## config.mk

```make
export PLATFORM = sky130hd
export DESIGN_NAME = pll_cfg_bridge
export DESIGN_NICKNAME = d
export VERILOG_FILES = /design/src/logic/pll_bridge_pkg.sv /design/src/logic/pll_cfg_bridge.sv
export SDC_FILE = /design/constraint.sdc
export NUM_CORES = 1
export LEC_CHECK = 0
export ABC_AREA = 1
export BUFFER_PORTS_ARGS = -buffer_cell sky130_fd_sc_hd__buf_2
export CAP_MARGIN = 20
export CORE_MARGIN = 2
export CORE_UTILIZATION = 49
export CTS_CLUSTER_DIAMETER = 200
export DETAILED_ROUTE_END_ITERATION = 6
export HOLD_SLACK_MARGIN = 0.12
export PLACE_DENSITY_LB_ADDON = 0.05
export SKIP_LAST_GASP = 1
export SLEW_MARGIN = 20
export SYNTH_ARGS = -nofsm -noshare
export SYNTH_HDL_FRONTEND = slang
export SYNTH_SLANG_ARGS = --single-unit
```

## constraint.sdc

```tcl
create_clock -name clk -period 1.6 [get_ports clk]
set_input_delay 0.24 -clock clk [delete_from_list [all_inputs] [get_ports clk]]
set_output_delay 0.24 -clock clk [all_outputs]
set_load 0.02 [all_outputs]
```

## src/logic/pll_bridge_pkg.sv

```systemverilog
// Purpose: shared constants and types for the tap-to-pll config bridge
// Assumes: one clock; the tap clock is the system clock clk
// Notes:   config word is shifted lsb first
package pll_bridge_pkg;

    ////////////////////////////////////////////////////////////////////
    // widths
    localparam int CFG_W = 27;
    localparam int IR_W  = 8;

    ////////////////////////////////////////////////////////////////////
    // config word field positions
    localparam int FIX_DLY_BIT = 26;
    localparam int FB_DLY_LSB  = 22;
    localparam int FB_DLY_W    = 4;
    localparam int FB_SEL_LSB  = 20;
    localparam int FB_SEL_W    = 2;
    localparam int OB_MUX_LSB  = 17;
    localparam int OB_MUX_W    = 3;
    localparam int OA_MUX_LSB  = 15;
    localparam int OA_MUX_W    = 2;
    localparam int OA_DIV_LSB  = 13;
    localparam int OA_DIV_W    = 2;
    localparam int OB_DIV_LSB  = 11;
    localparam int OB_DIV_W    = 2;
    localparam int FB_DIV_LSB  = 5;
    localparam int FB_DIV_W    = 6;
    localparam int IN_DIV_LSB  = 0;
    localparam int IN_DIV_W    = 5;

    ////////////////////////////////////////////////////////////////////
    // opcodes and reset values
    localparam logic [7:0] OP_LOAD_CFG = 8'h20;
    localparam logic [7:0] OP_DYNAMIC  = 8'h21;
    localparam logic [7:0] OP_USER_MIN = 8'h10;
    localparam logic [7:0] OP_USER_MAX = 8'h7F;
    localparam logic [7:0] IR_RESET    = 8'hFF;
    localparam logic [7:0] IR_CAPTURE  = 8'h01;
    localparam logic [26:0] STATIC_CFG = 27'h0000000;

    ////////////////////////////////////////////////////////////////////
    // tap controller states
    typedef enum logic [3:0] {
        st_tlr, st_rti,
        st_sel_dr, st_cap_dr, st_sh_dr, st_ex1_dr,
        st_pa_dr, st_ex2_dr, st_upd_dr,
        st_sel_ir, st_cap_ir, st_sh_ir, st_ex1_ir,
        st_pa_ir, st_ex2_ir, st_upd_ir
    } tap_state_t;

endpackage : pll_bridge_pkg

```

## src/logic/pll_cfg_bridge.sv

```systemverilog
// Purpose: tap controller plus bridge into a 27-bit pll config register
// Assumes: tms and tdi are synchronous to clk, which is the tap clock
// Notes:   outputs are registered; tdo shows the bit for the next edge

// How it works
// - word bit 26 selects the fixed feedback delay element
// - word bits 25..22 pick the feedback delay line tap
// - bits 19..17 b source, 16..15 a source, 14..13 a div, 12..11 b div
// - word bits 10..5 set the feedback divider
// - word bits 4..0 set the reference input divider
// - the full 8-bit current instruction is presented in parallel
// - load opcode lies within 16..127; other codes are reserved
// - shift, update, capture strobes high only in their dr states
// - tap reset is low from power-up until tms leaves reset state
// - config shift enable is dr shift and load opcode
// - config update is dr update and load opcode
// - config serial input is tdi; config shift clock is the tap clock
// - tdo from ir shift bit in ir shift, else config serial out under load, else holding bit
// - holding bit captures mode or zero; shifts tdi; capture first
// - mode latch cleared in tap reset, loaded on update under dynamic
// - dynamic opcode is 21 hex, load opcode is 20 hex
// - mode high uses latched word, mode low the static word
// - active config changes only on an update or a tap reset, never during shift
// - lock stays high across updates unless the pll is reset
// - config register shifts only while enabled, else holds
module pll_cfg_bridge (
    // clock and reset
    input  wire logic       clk,
    input  wire logic       resetn,
    // tap pins
    input  wire logic       tms,
    input  wire logic       tdi,
    output logic            tdo,
    output logic            tdo_oe,
    // user tap interface view
    output logic [7:0]      current_instruction,
    output logic            tap_reset_n,
    output logic            dr_shift_strobe,
    output logic            dr_update_strobe,
    output logic            dr_capture_strobe,
    // pll control
    input  wire logic       pll_lock_in,
    output logic            mode,
    output logic            pll_locked,
    output logic            fixed_delay_select,
    output logic [3:0]      feedback_delay_tap,
    output logic [1:0]      feedback_source_select,
    output logic [2:0]      out_b_source_select,
    output logic [1:0]      out_a_source_select,
    output logic [1:0]      out_a_divider,
    output logic [1:0]      out_b_divider,
    output logic [5:0]      feedback_divider,
    output logic [4:0]      input_divider
);

    ////////////////////////////////////////////////////////////////////
    // state
    typedef struct packed {
        pll_bridge_pkg::tap_state_t st;
        logic        rst_n;
        logic        cap;
        logic        sh;
        logic        upd;
        logic [7:0]  ir_sr;
        logic [7:0]  ir;
        logic        hold;
        logic        mode;
        logic [26:0] sr;
        logic [26:0] lat;
        logic [26:0] act;
        logic        lock;
        logic        tdo;
        logic        oe;
    } bridge_state_t;

    bridge_state_t q;
    bridge_state_t d;
    logic          is_load;
    logic          is_dyn;
    logic          cfg_shift_enable;
    logic          cfg_update_pulse;
    logic          cfg_serial_in;
    logic          cfg_serial_out;

    ////////////////////////////////////////////////////////////////////
    // tap state transitions
    function automatic pll_bridge_pkg::tap_state_t tap_next(
        input pll_bridge_pkg::tap_state_t s,
        input logic                       m
    );
        unique case (s)
            pll_bridge_pkg::st_tlr:
                tap_next = m ? pll_bridge_pkg::st_tlr
                             : pll_bridge_pkg::st_rti;
            pll_bridge_pkg::st_rti,
            pll_bridge_pkg::st_upd_dr,
            pll_bridge_pkg::st_upd_ir:
                tap_next = m ? pll_bridge_pkg::st_sel_dr
                             : pll_bridge_pkg::st_rti;
            pll_bridge_pkg::st_sel_dr:
                tap_next = m ? pll_bridge_pkg::st_sel_ir
                             : pll_bridge_pkg::st_cap_dr;
            pll_bridge_pkg::st_cap_dr,
            pll_bridge_pkg::st_sh_dr,
            pll_bridge_pkg::st_ex2_dr:
                tap_next = m ? pll_bridge_pkg::st_ex1_dr
                             : pll_bridge_pkg::st_sh_dr;
            pll_bridge_pkg::st_ex1_dr:
                tap_next = m ? pll_bridge_pkg::st_upd_dr
                             : pll_bridge_pkg::st_pa_dr;
            pll_bridge_pkg::st_pa_dr:
                tap_next = m ? pll_bridge_pkg::st_ex2_dr
                             : pll_bridge_pkg::st_pa_dr;
            pll_bridge_pkg::st_sel_ir:
                tap_next = m ? pll_bridge_pkg::st_tlr
                             : pll_bridge_pkg::st_cap_ir;
            pll_bridge_pkg::st_cap_ir,
            pll_bridge_pkg::st_sh_ir,
            pll_bridge_pkg::st_ex2_ir:
                tap_next = m ? pll_bridge_pkg::st_ex1_ir
                             : pll_bridge_pkg::st_sh_ir;
            pll_bridge_pkg::st_ex1_ir:
                tap_next = m ? pll_bridge_pkg::st_upd_ir
                             : pll_bridge_pkg::st_pa_ir;
            pll_bridge_pkg::st_pa_ir:
                tap_next = m ? pll_bridge_pkg::st_ex2_ir
                             : pll_bridge_pkg::st_pa_ir;
        endcase
    endfunction : tap_next

    ////////////////////////////////////////////////////////////////////
    // next state
    always_comb begin
        d = q;
        is_load = (q.ir == pll_bridge_pkg::OP_LOAD_CFG);
        is_dyn  = (q.ir == pll_bridge_pkg::OP_DYNAMIC);
        cfg_shift_enable = q.sh && is_load;
        cfg_update_pulse = q.upd && is_load;
        cfg_serial_in    = tdi;
        cfg_serial_out   = q.sr[0];

        // strobes mirror the state being entered
        d.st    = tap_next(q.st, tms);
        d.rst_n = (d.st != pll_bridge_pkg::st_tlr);
        d.cap   = (d.st == pll_bridge_pkg::st_cap_dr);
        d.sh    = (d.st == pll_bridge_pkg::st_sh_dr);
        d.upd   = (d.st == pll_bridge_pkg::st_upd_dr);

        // instruction register
        if (q.st == pll_bridge_pkg::st_tlr) begin
            d.ir = pll_bridge_pkg::IR_RESET;
        end else if (q.st == pll_bridge_pkg::st_cap_ir) begin
            d.ir_sr = pll_bridge_pkg::IR_CAPTURE;
        end else if (q.st == pll_bridge_pkg::st_sh_ir) begin
            d.ir_sr = {tdi, q.ir_sr[7:1]};
        end else if (q.st == pll_bridge_pkg::st_upd_ir) begin
            d.ir = q.ir_sr;
        end

        // one-bit holding register
        if (q.cap) begin
            d.hold = is_dyn ? q.mode : 1'b0;
        end else if (q.sh) begin
            d.hold = tdi;
        end

        // pll config shift register and its latches
        if (cfg_shift_enable) begin
            d.sr = {cfg_serial_in, q.sr[26:1]};
        end
        if (cfg_update_pulse) begin
            d.lat = q.sr;
        end

        // mode latch
        if (!q.rst_n) begin
            d.mode = 1'b0;
        end else if (q.upd && is_dyn) begin
            d.mode = q.hold;
        end

        // active control bits
        d.act = d.mode ? d.lat : pll_bridge_pkg::STATIC_CFG;

        // lock holds through updates; feedback source 00 resets the pll
        if (d.act[pll_bridge_pkg::FB_SEL_LSB +: 2] == 2'h0) begin
            d.lock = 1'b0;
        end else if (pll_lock_in) begin
            d.lock = 1'b1;
        end

        // test data out for the next shift edge
        if (d.st == pll_bridge_pkg::st_sh_ir) begin
            d.tdo = d.ir_sr[0];
        end else if (d.ir == pll_bridge_pkg::OP_LOAD_CFG) begin
            d.tdo = d.sr[0];
        end else begin
            d.tdo = d.hold;
        end
        d.oe = (d.st == pll_bridge_pkg::st_sh_dr)
            || (d.st == pll_bridge_pkg::st_sh_ir);
    end

    ////////////////////////////////////////////////////////////////////
    // registers
    always_ff @(posedge clk or negedge resetn) begin
        if (!resetn) begin
            q.st    <= pll_bridge_pkg::st_tlr;
            q.rst_n <= 1'b0;
            q.cap   <= 1'b0;
            q.sh    <= 1'b0;
            q.upd   <= 1'b0;
            q.ir_sr <= pll_bridge_pkg::IR_RESET;
            q.ir    <= pll_bridge_pkg::IR_RESET;
            q.hold  <= 1'b0;
            q.mode  <= 1'b0;
            q.sr    <= 27'h0000000;
            q.lat   <= 27'h0000000;
            q.act   <= pll_bridge_pkg::STATIC_CFG;
            q.lock  <= 1'b0;
            q.tdo   <= 1'b0;
            q.oe    <= 1'b0;
        end else begin
            q <= d;
        end
    end

    ////////////////////////////////////////////////////////////////////
    // outputs
    assign tdo                 = q.tdo;
    assign tdo_oe              = q.oe;
    assign current_instruction = q.ir;
    assign tap_reset_n         = q.rst_n;
    assign dr_shift_strobe     = q.sh;
    assign dr_update_strobe    = q.upd;
    assign dr_capture_strobe   = q.cap;
    assign mode                = q.mode;
    assign pll_locked          = q.lock;
    assign fixed_delay_select  = q.act[pll_bridge_pkg::FIX_DLY_BIT];
    assign feedback_delay_tap  =
        q.act[pll_bridge_pkg::FB_DLY_LSB +: pll_bridge_pkg::FB_DLY_W];
    assign feedback_source_select =
        q.act[pll_bridge_pkg::FB_SEL_LSB +: pll_bridge_pkg::FB_SEL_W];
    assign out_b_source_select =
        q.act[pll_bridge_pkg::OB_MUX_LSB +: pll_bridge_pkg::OB_MUX_W];
    assign out_a_source_select =
        q.act[pll_bridge_pkg::OA_MUX_LSB +: pll_bridge_pkg::OA_MUX_W];
    assign out_a_divider       =
        q.act[pll_bridge_pkg::OA_DIV_LSB +: pll_bridge_pkg::OA_DIV_W];
    assign out_b_divider       =
        q.act[pll_bridge_pkg::OB_DIV_LSB +: pll_bridge_pkg::OB_DIV_W];
    assign feedback_divider    =
        q.act[pll_bridge_pkg::FB_DIV_LSB +: pll_bridge_pkg::FB_DIV_W];
    assign input_divider       =
        q.act[pll_bridge_pkg::IN_DIV_LSB +: pll_bridge_pkg::IN_DIV_W];
endmodule : pll_cfg_bridge

```

## After elaboration in Yosys (flattened, before gate mapping)

Cells that the tools add are included.

| word-level totals | value |
|---|---|
| bits of input ports | 5 |
| word-level logic and storage cells | 83 |
| register bits after elaboration | 110 |

| cells by class | value |
|---|---|
| muxes and demuxes | 30 |
| bitwise operators | 1 |
| reduce and logical (&&, ||, !) cells | 13 |
| eq/ne operators | 22 |

Operators by type and width:

| operator | count |
|---|---|
| $mux W27 | 2 |
| $mux W8 | 6 |
| $eq A4 B4 Y1 const B | 10 |
| $pmux W4 S10 | 1 |
| $eq A8 B6 Y1 const B | 3 |
| $eq A4 B3 Y1 const B | 5 |
| $mux W1 | 14 |
| $eq A4 B2 Y1 const B | 3 |
| $mux W4 | 3 |
| $reduce_or A3 Y1 | 3 |
| $mux W2 | 3 |
| $eq A4 B1 Y1 const B | 1 |
| $logic_not A4 Y1 | 1 |
| $reduce_bool A2 Y1 | 2 |
| $reduce_bool A4 Y1 | 1 |
| $logic_and A1 B1 Y1 | 3 |
| $mux W3 | 1 |
| $logic_not A2 Y1 | 1 |
| $reduce_and A2 Y1 | 1 |
| $logic_or A1 B1 Y1 | 1 |
| $not A1 Y1 | 1 |

## Longest topological paths before layout

Gate-level depths: netlist (run 1).

| depth | value |
|---|---|
| word-level depth | 8 |
| gate-level depth with buffers | 14 |
| gate-level depth less buffers | 13 |

## Worst setup path before layout (run 1)

Ideal clock, no wire load.

| timing | value |
|---|---|
| kind | flip-flop to flip-flop |
| start point | register q (netlist bit current_instruction[5]) |
| end point | register q (netlist bit input_divider[1]) |
| slack | 0.082 ns |
| arrival time | 1.392 ns |
| cell stages (with the launch flop) | 7 |
| clock period less this slack | 1.518 ns |
| setup time | 0.125 ns |
| cells stage by stage | dfstp_2 > nand3_1 > nor2_1 > nand2_1 > clkbuf_1 > o21ai_0 > nor2_1 |

RTL lines:

| element | RTL line | RTL |
|---|---|---|
| start, declared | pll_cfg_bridge.sv:76 | `bridge_state_t q;` |

==> flow_metrics.env, run 1 <==
export IMPL_finalSetupTns_ns=0
export IMPL_htreeDepth=3
export IMPL_slowest_delay_ns=0.43
export IMPL_nNetsFinal=590
export IMPL_overflow=0
export IMPL_cap_viol_max_count=0
export IMPL_syn_cell_area_um2=4690
export IMPL_swShare_pct=32.0
export IMPL_power_uw=6110
export IMPL_antenna_left=0
export IMPL_post_route_util_pct=59.6
export IMPL_critPathArrivalTime_ns=1.84
export IMPL_met2_usage_pct=29.9
export IMPL_rsz0062_at_grt="true"
export IMPL_num_rows=35
export IMPL_coreArea_um2=9240
export IMPL_die_h_um=102
export IMPL_syn_num_nets=529
export IMPL_cpMaxStageDelayCell="dfrtp_1"
export IMPL_finalSetupViolations=0
export IMPL_portBuffers=47
export IMPL_pwr_share_seq_pct=51.4
export IMPL_path_cells="nand2_4 > inv_1 > nand2_2 > nand2_1 > nand2_1 > nor2_2 > nand2_1 > nor2_2 > nand2_1 > nand2_1 > nand2_1 > nand2_1 > nand2_1"
export IMPL_via_count=3205
export IMPL_ctsLongestPathBuffers=2
export IMPL_clkLatencyLatePin_ns=0.37
export IMPL_diodes=0
export IMPL_grt_pass1_wl_um=14500
export IMPL_ys_types=26
export IMPL_synth_top_area_share_pct=50.2
export IMPL_combPwrFrac_pct=23.2
export IMPL_initial_core_util_pct=50.7
export IMPL_end_kind="flop"
export IMPL_wl_um=8460
export IMPL_p_int_uw=4150
export IMPL_grt_use_met1_pct=23.2
export IMPL_routabilityCongestion=0.857
export IMPL_required_ns=1.86
export IMPL_final_cells=719
export IMPL_top_usage_layer="met2"
export IMPL_grt_max_degree=38
export IMPL_p_leak_uw=0.00312
export IMPL_cts_buffers=9
export IMPL_vias_per_cell=4.46
export IMPL_die_w_um=102
export IMPL_drc=0
export IMPL_p_switching_uw=1950
export IMPL_synth_seq_cells=110
export IMPL_period_needed_ns=1.58
export IMPL_slew_violations=0
export IMPL_dp_cells=692
export IMPL_critical_path_class="flop to flop"
export IMPL_yosysWarnings=0
export IMPL_path_max_fanout=4
export IMPL_clockPowerShare_pct=25.4
export IMPL_syn_avg_cell_area_um2=8.94
export IMPL_met3_usage_pct=3.17
export IMPL_dr_pass1_iters=4
export IMPL_grt_antenna_before_repair=0
export IMPL_dr_first_iter_drc_count=74
export IMPL_p_per_area_nw_per_um2=1110
export IMPL_fmax_mhz=631
export IMPL_drive_above_1_share_pct=28.6
export IMPL_synth_top_cell_by_area="dfrtp_1"
export IMPL_track_usage_pct=17.9
export IMPL_clock_sinks=110
export IMPL_status="completed"
export IMPL_slew_headroom_pct=71.3
export IMPL_dieArea_um2=10400
export IMPL_hold_viol=0
export IMPL_avgRoutedWirePerCell_um=11.8
export IMPL_syn_to_final_growth_pct=17.5
export IMPL_cts_tree="built"
export IMPL_ios=48
export IMPL_root_buffer="clkbuf_8"
export IMPL_reg2reg_slack_ns=0.02
export IMPL_cpMostUsedCell="nand2_1"
export IMPL_dp_hpwl_um=5920
export IMPL_ys_seq_area_share_pct=59.2
export IMPL_worst_pin_slew_ns=0.431
export IMPL_grt_pass1_vias=3092
export IMPL_clk_pin_slew_worst_paths_ns=0.10
export IMPL_post_route_period_util_pct=99.0
export IMPL_hold_class="primary input to flop"
export IMPL_ir_drop_mv=0.606
export IMPL_syn_inst=524
export IMPL_finClkSkew_ns=0.0130
export IMPL_worst_setup_path_start_kind="flop"
export IMPL_synth_area_leaders="dfrtp_1 (50%), dfstp_2 (9.0%), inv_1 (8.4%), nand2_1 (7.4%), nor2_1 (5.5%)"
[power groups by stage]
stage	Combinational, uW	Sequential [uW]	Clock [uW]
after floorplan	743	3200	0
after global placement	1220	3180	0
after detailed placement	1220	3180	0
after CTS	1250	3140	1610
after global routing	1600	3170	1730
final	1420	3140	1550
[cell type report]
| cell class | count | area [um2] |
|---|---|---|
| Fill cell | 834 | 3730 |
| Inverter | 106 | 405 |
| Clock buffer | 10 | 128 |
| Clock inverter | 6 | 53.8 |
| Sequential cell | 110 | 2780 |
| Timing Repair Buffer | 97 | 698 |
| Tap cell | 129 | 161 |
| Multi-Input combinational cell | 261 | 1290 |
[layout by cell type (no fill, tap or decap), drive strengths merged]
master / instances
clkinv: 1
o21ai: 46
inv: 108
nand3: 11
nand2: 93
o22a: 1
o22ai: 6
nor2: 81
nor4: 1
clkbuf: 10
o21a: 2
clkinvlp: 3
dfrtp: 94
mux2: 1
nand4: 3
a21oi: 14
dfstp: 16
a31oi: 2
buf: 94
dlygate4sd3: 3
[repair_timing]
item,CTS,global route
gates resized for setup,14,41
cloned,1,0
buffers inserted,0,7
hold buffers,3,0
pin swaps,2,18
endpoints found under the hold margin,28,0
endpoints found under the setup margin,43,65
[flip-flops by register name (all words and copies together), names as in the netlist, 3 cells and up]
register	count
current_instruction	8
feedback_delay_tap	4
feedback_divider	6
input_divider	5
out_b_source_select	3
q	66
[kinds of logic after synthesis]
group / after synthesis / share of synthesized area, %
compound gates: 71 / 7.98
buf+inv: 154 / 15.6
flops: 110 / 59.2
mux: 1 / 0.240
simple gates: 188 / 17.0
[synthesized netlist by cell type, drive strengths merged]
library cell / instances
a21oi: 14
a31oi: 2
buf: 40
clkbuf: 8
dfrtp: 94
dfstp: 16
inv: 106
mux2: 1
nand2: 93
nand3: 11
nand4: 3
nor2: 80
nor4: 1
o21a: 2
o21ai: 46
o22a: 1
o22ai: 6
[routing by layer]
layer  vias to the layer above  wire, um
li1                       1663         -
met1                      1498      3770
met2                        33      4320
met3                        11       221
met4                         0       150
met5                         -         0
[critical path, delay by kind of cell (launching register included)]
family / cells / cell delay [ns]
and+or+nand+nor: 12 / 0.94
DFF: 1 / 0.43
buffers and inverters: 1 / 0.09
[path summary, 6_finish.rpt]
kind | start | end | cells past startpoint
setup / recovery | q[109] | tdo | 13
hold / removal | tdi | q[101] | 3
setup reg to reg | q[109] | tdo | 13
hold reg to reg | q[72] | q[45] | 2
max in group asynchronous | resetn | current_instruction[5] | 3
min in group asynchronous | resetn | feedback_divider[1] | 2
[stage by stage]
step	cell area, um2	setup slack (ns)	hold WS, ns
5_1_grt	5510	-0.144	0.228
4_1_cts	5370	0.00506	0.190
3_3_place_gp	5120	-0.0903	0.207
2_1_floorplan	4690	0.0822	-0.0556
6_report	5510	0.0158	0.208
3_5_place_dp	5120	-0.163	0.212
Note: power is estimated with default switching activity, not from simulation.
==> inputs of run 2 (changes only) <==
Settings changed: BUFFER_PORTS_ARGS -buffer_cell sky130_fd_sc_hd__buf_2 to -buffer_cell sky130_fd_sc_hd__buf_4.
Clock period 1.6 ns to 2 ns, I/O delays scaled along.
==> flow_metrics.env, run 2 (same netlist as run 1, synthesis figures left out) <==
export IMPL_status="completed"
export IMPL_cap_viol_max_count=0
export IMPL_holdPathEnd="dr_capture_strobe"
export IMPL_dieArea_um2=10400
export IMPL_grt_antenna_before_repair=0
export IMPL_clk_pin_slew_worst_paths_ns=0.10
export IMPL_syn_to_final_growth_pct=10.8
export IMPL_nNetsFinal=548
export IMPL_final_cells=677
export IMPL_clkLatencyLatePin_ns=0.37
export IMPL_min_path_cells=2
export IMPL_hold_viol=0
export IMPL_path_max_fanout=9
export IMPL_ios=48
export IMPL_required_ns=2.32
export IMPL_final_common_cell="inv_1"
export IMPL_dp_cells=660
export IMPL_diodes=0
export IMPL_root_buffer="clkbuf_8"
export IMPL_via_count=3064
export IMPL_worst_r2r_path_depth=11
export IMPL_post_cts_buffers=0
export IMPL_p_per_area_nw_per_um2=917
export IMPL_htreeDepth=3
export IMPL_avgRoutedWirePerCell_um=11.8
export IMPL_wl_um=8010
export IMPL_drc=0
export IMPL_postCtsHoldBufs=1
export IMPL_worstHoldStart="tms"
export IMPL_clock_sinks=110
export IMPL_coreArea_um2=9240
export IMPL_hold_class="primary input to flop"
export IMPL_grt_pass1_vias=3008
export IMPL_power_uw=4760
export IMPL_r2r_start="q[107]"
export IMPL_top_register="q"
export IMPL_slew_headroom_pct=69.6
export IMPL_cts_tree="built"
export IMPL_critical_path_class="flop to flop"
export IMPL_ir_drop_mv=0.518
export IMPL_end_kind="flop"
export IMPL_dp_slack_ns=0.211
export IMPL_cts_buffers=9
export IMPL_post_route_period_util_pct=90.7
export IMPL_setup_slack_ns=0.186
export IMPL_layout_common_cells="inv_1 (105), dfrtp_1 (94), nand2_1 (92), nor2_1 (69), buf_4 (51)"
export IMPL_reg2reg_slack_ns=0.19
export IMPL_worst_pin_slew_ns=0.452
export IMPL_r2r_end="tdo_oe"
export IMPL_finalSetupViolations=0
export IMPL_drive_above_1_share_pct=18.8
export IMPL_die_h_um=102
export IMPL_rsz0062_at_grt="false"
export IMPL_track_usage_pct=17.2
export IMPL_routabilityCongestion=0.917
export IMPL_num_rows=35
export IMPL_dr_pass1_iters=4
export IMPL_dp_hpwl_um=5660
export IMPL_period_needed_ns=1.81
export IMPL_fmax_mhz=551
export IMPL_vias_per_cell=4.53
export IMPL_finClkSkew_ns=0.0101
export IMPL_ctsLongestPathBuffers=2
export IMPL_critPathArrivalTime_ns=2.13
export IMPL_antenna_left=0
export IMPL_die_w_um=102
export IMPL_worst_setup_path_start_kind="flop"
export IMPL_cts_resized=0
export IMPL_grt_pass1_wl_um=13700
export IMPL_finalSetupTns_ns=0
export IMPL_grt_max_degree=55
export IMPL_nFillCells=815
export IMPL_initial_core_util_pct=50.7
export IMPL_slew_violations=0
export IMPL_p_leak_uw=0.00293
export IMPL_dr_first_iter_drc_count=170
export IMPL_overflow=0
export IMPL_largest_reg_flops=66
export IMPL_portBuffers=47
==> run 2: report_power, final <==
part           switching, uW  internal, uW  total [uW]  leakage [uW]
Combinational            564           287         850       0.00137
Sequential               117          2400        2520       0.00146
Clock                    786           605        1390      0.000101
Total                   1470          3300        4760       0.00293
==> run 2: worst max path at each step <==
stage	startpoint	to	slack [ns]
CTS	q[107]	tdo_oe	0.18
global route	q[107]	tdo_oe	0.005
global placement	q[107]	tdo_oe	0.24
floorplan	current_instruction[5]	input_divider[1]	0.48
finish	q[107]	tdo_oe	0.19
detailed placement	q[107]	tdo_oe	0.21
==> run 2: cell type report <==
type,instances,area [um2],area share (%)
Clock inverter,6,77.6,1.49
Multi-Input combinational cell,260,1180,22.8
Inverter,106,398,7.66
Tap cell,129,161,3.11
Sequential cell,110,2770,53.4
Timing Repair Buffer,56,473,9.11
Clock buffer,10,128,2.46
==> run 2: routing by layer <==
layer | wire [um] | part of all wire (%) | vias to the layer above | global-route usage, %
met5 | 0 | 0 | - | 0
met4 | 169 | 2.1 | 0 | 8.00
met3 | 196 | 2.4 | 14 | 3.59
met2 | 3990 | 50 | 39 | 28.7
met1 | 3650 | 46 | 1432 | 21.6
li1 | - | - | 1579 | -
==> run 2: per-stage QoR <==
stage	hold slack [ns]	cell area (um2)	util, %
6_report	0.144	5190	56.2
5_1_grt	0.131	5190	56.2
4_1_cts	0.127	5190	56.2
3_5_place_dp	0.270	4980	53.9
3_3_place_gp	0.261	4980	53.9
2_1_floorplan	0.00441	4690	-
==> run 2: worst max-delay path, stage by stage (launching register included) <==
cell     delay, ns
dfrtp_1       0.44
nand2_1       0.18
inv_1         0.11
nand3_4       0.12
nand2_1       0.13
nand2_1       0.17
inv_1         0.08
nor2_1        0.14
nand2_1       0.09
nor2_2        0.13
nand3_1       0.10
nand2_1       0.07
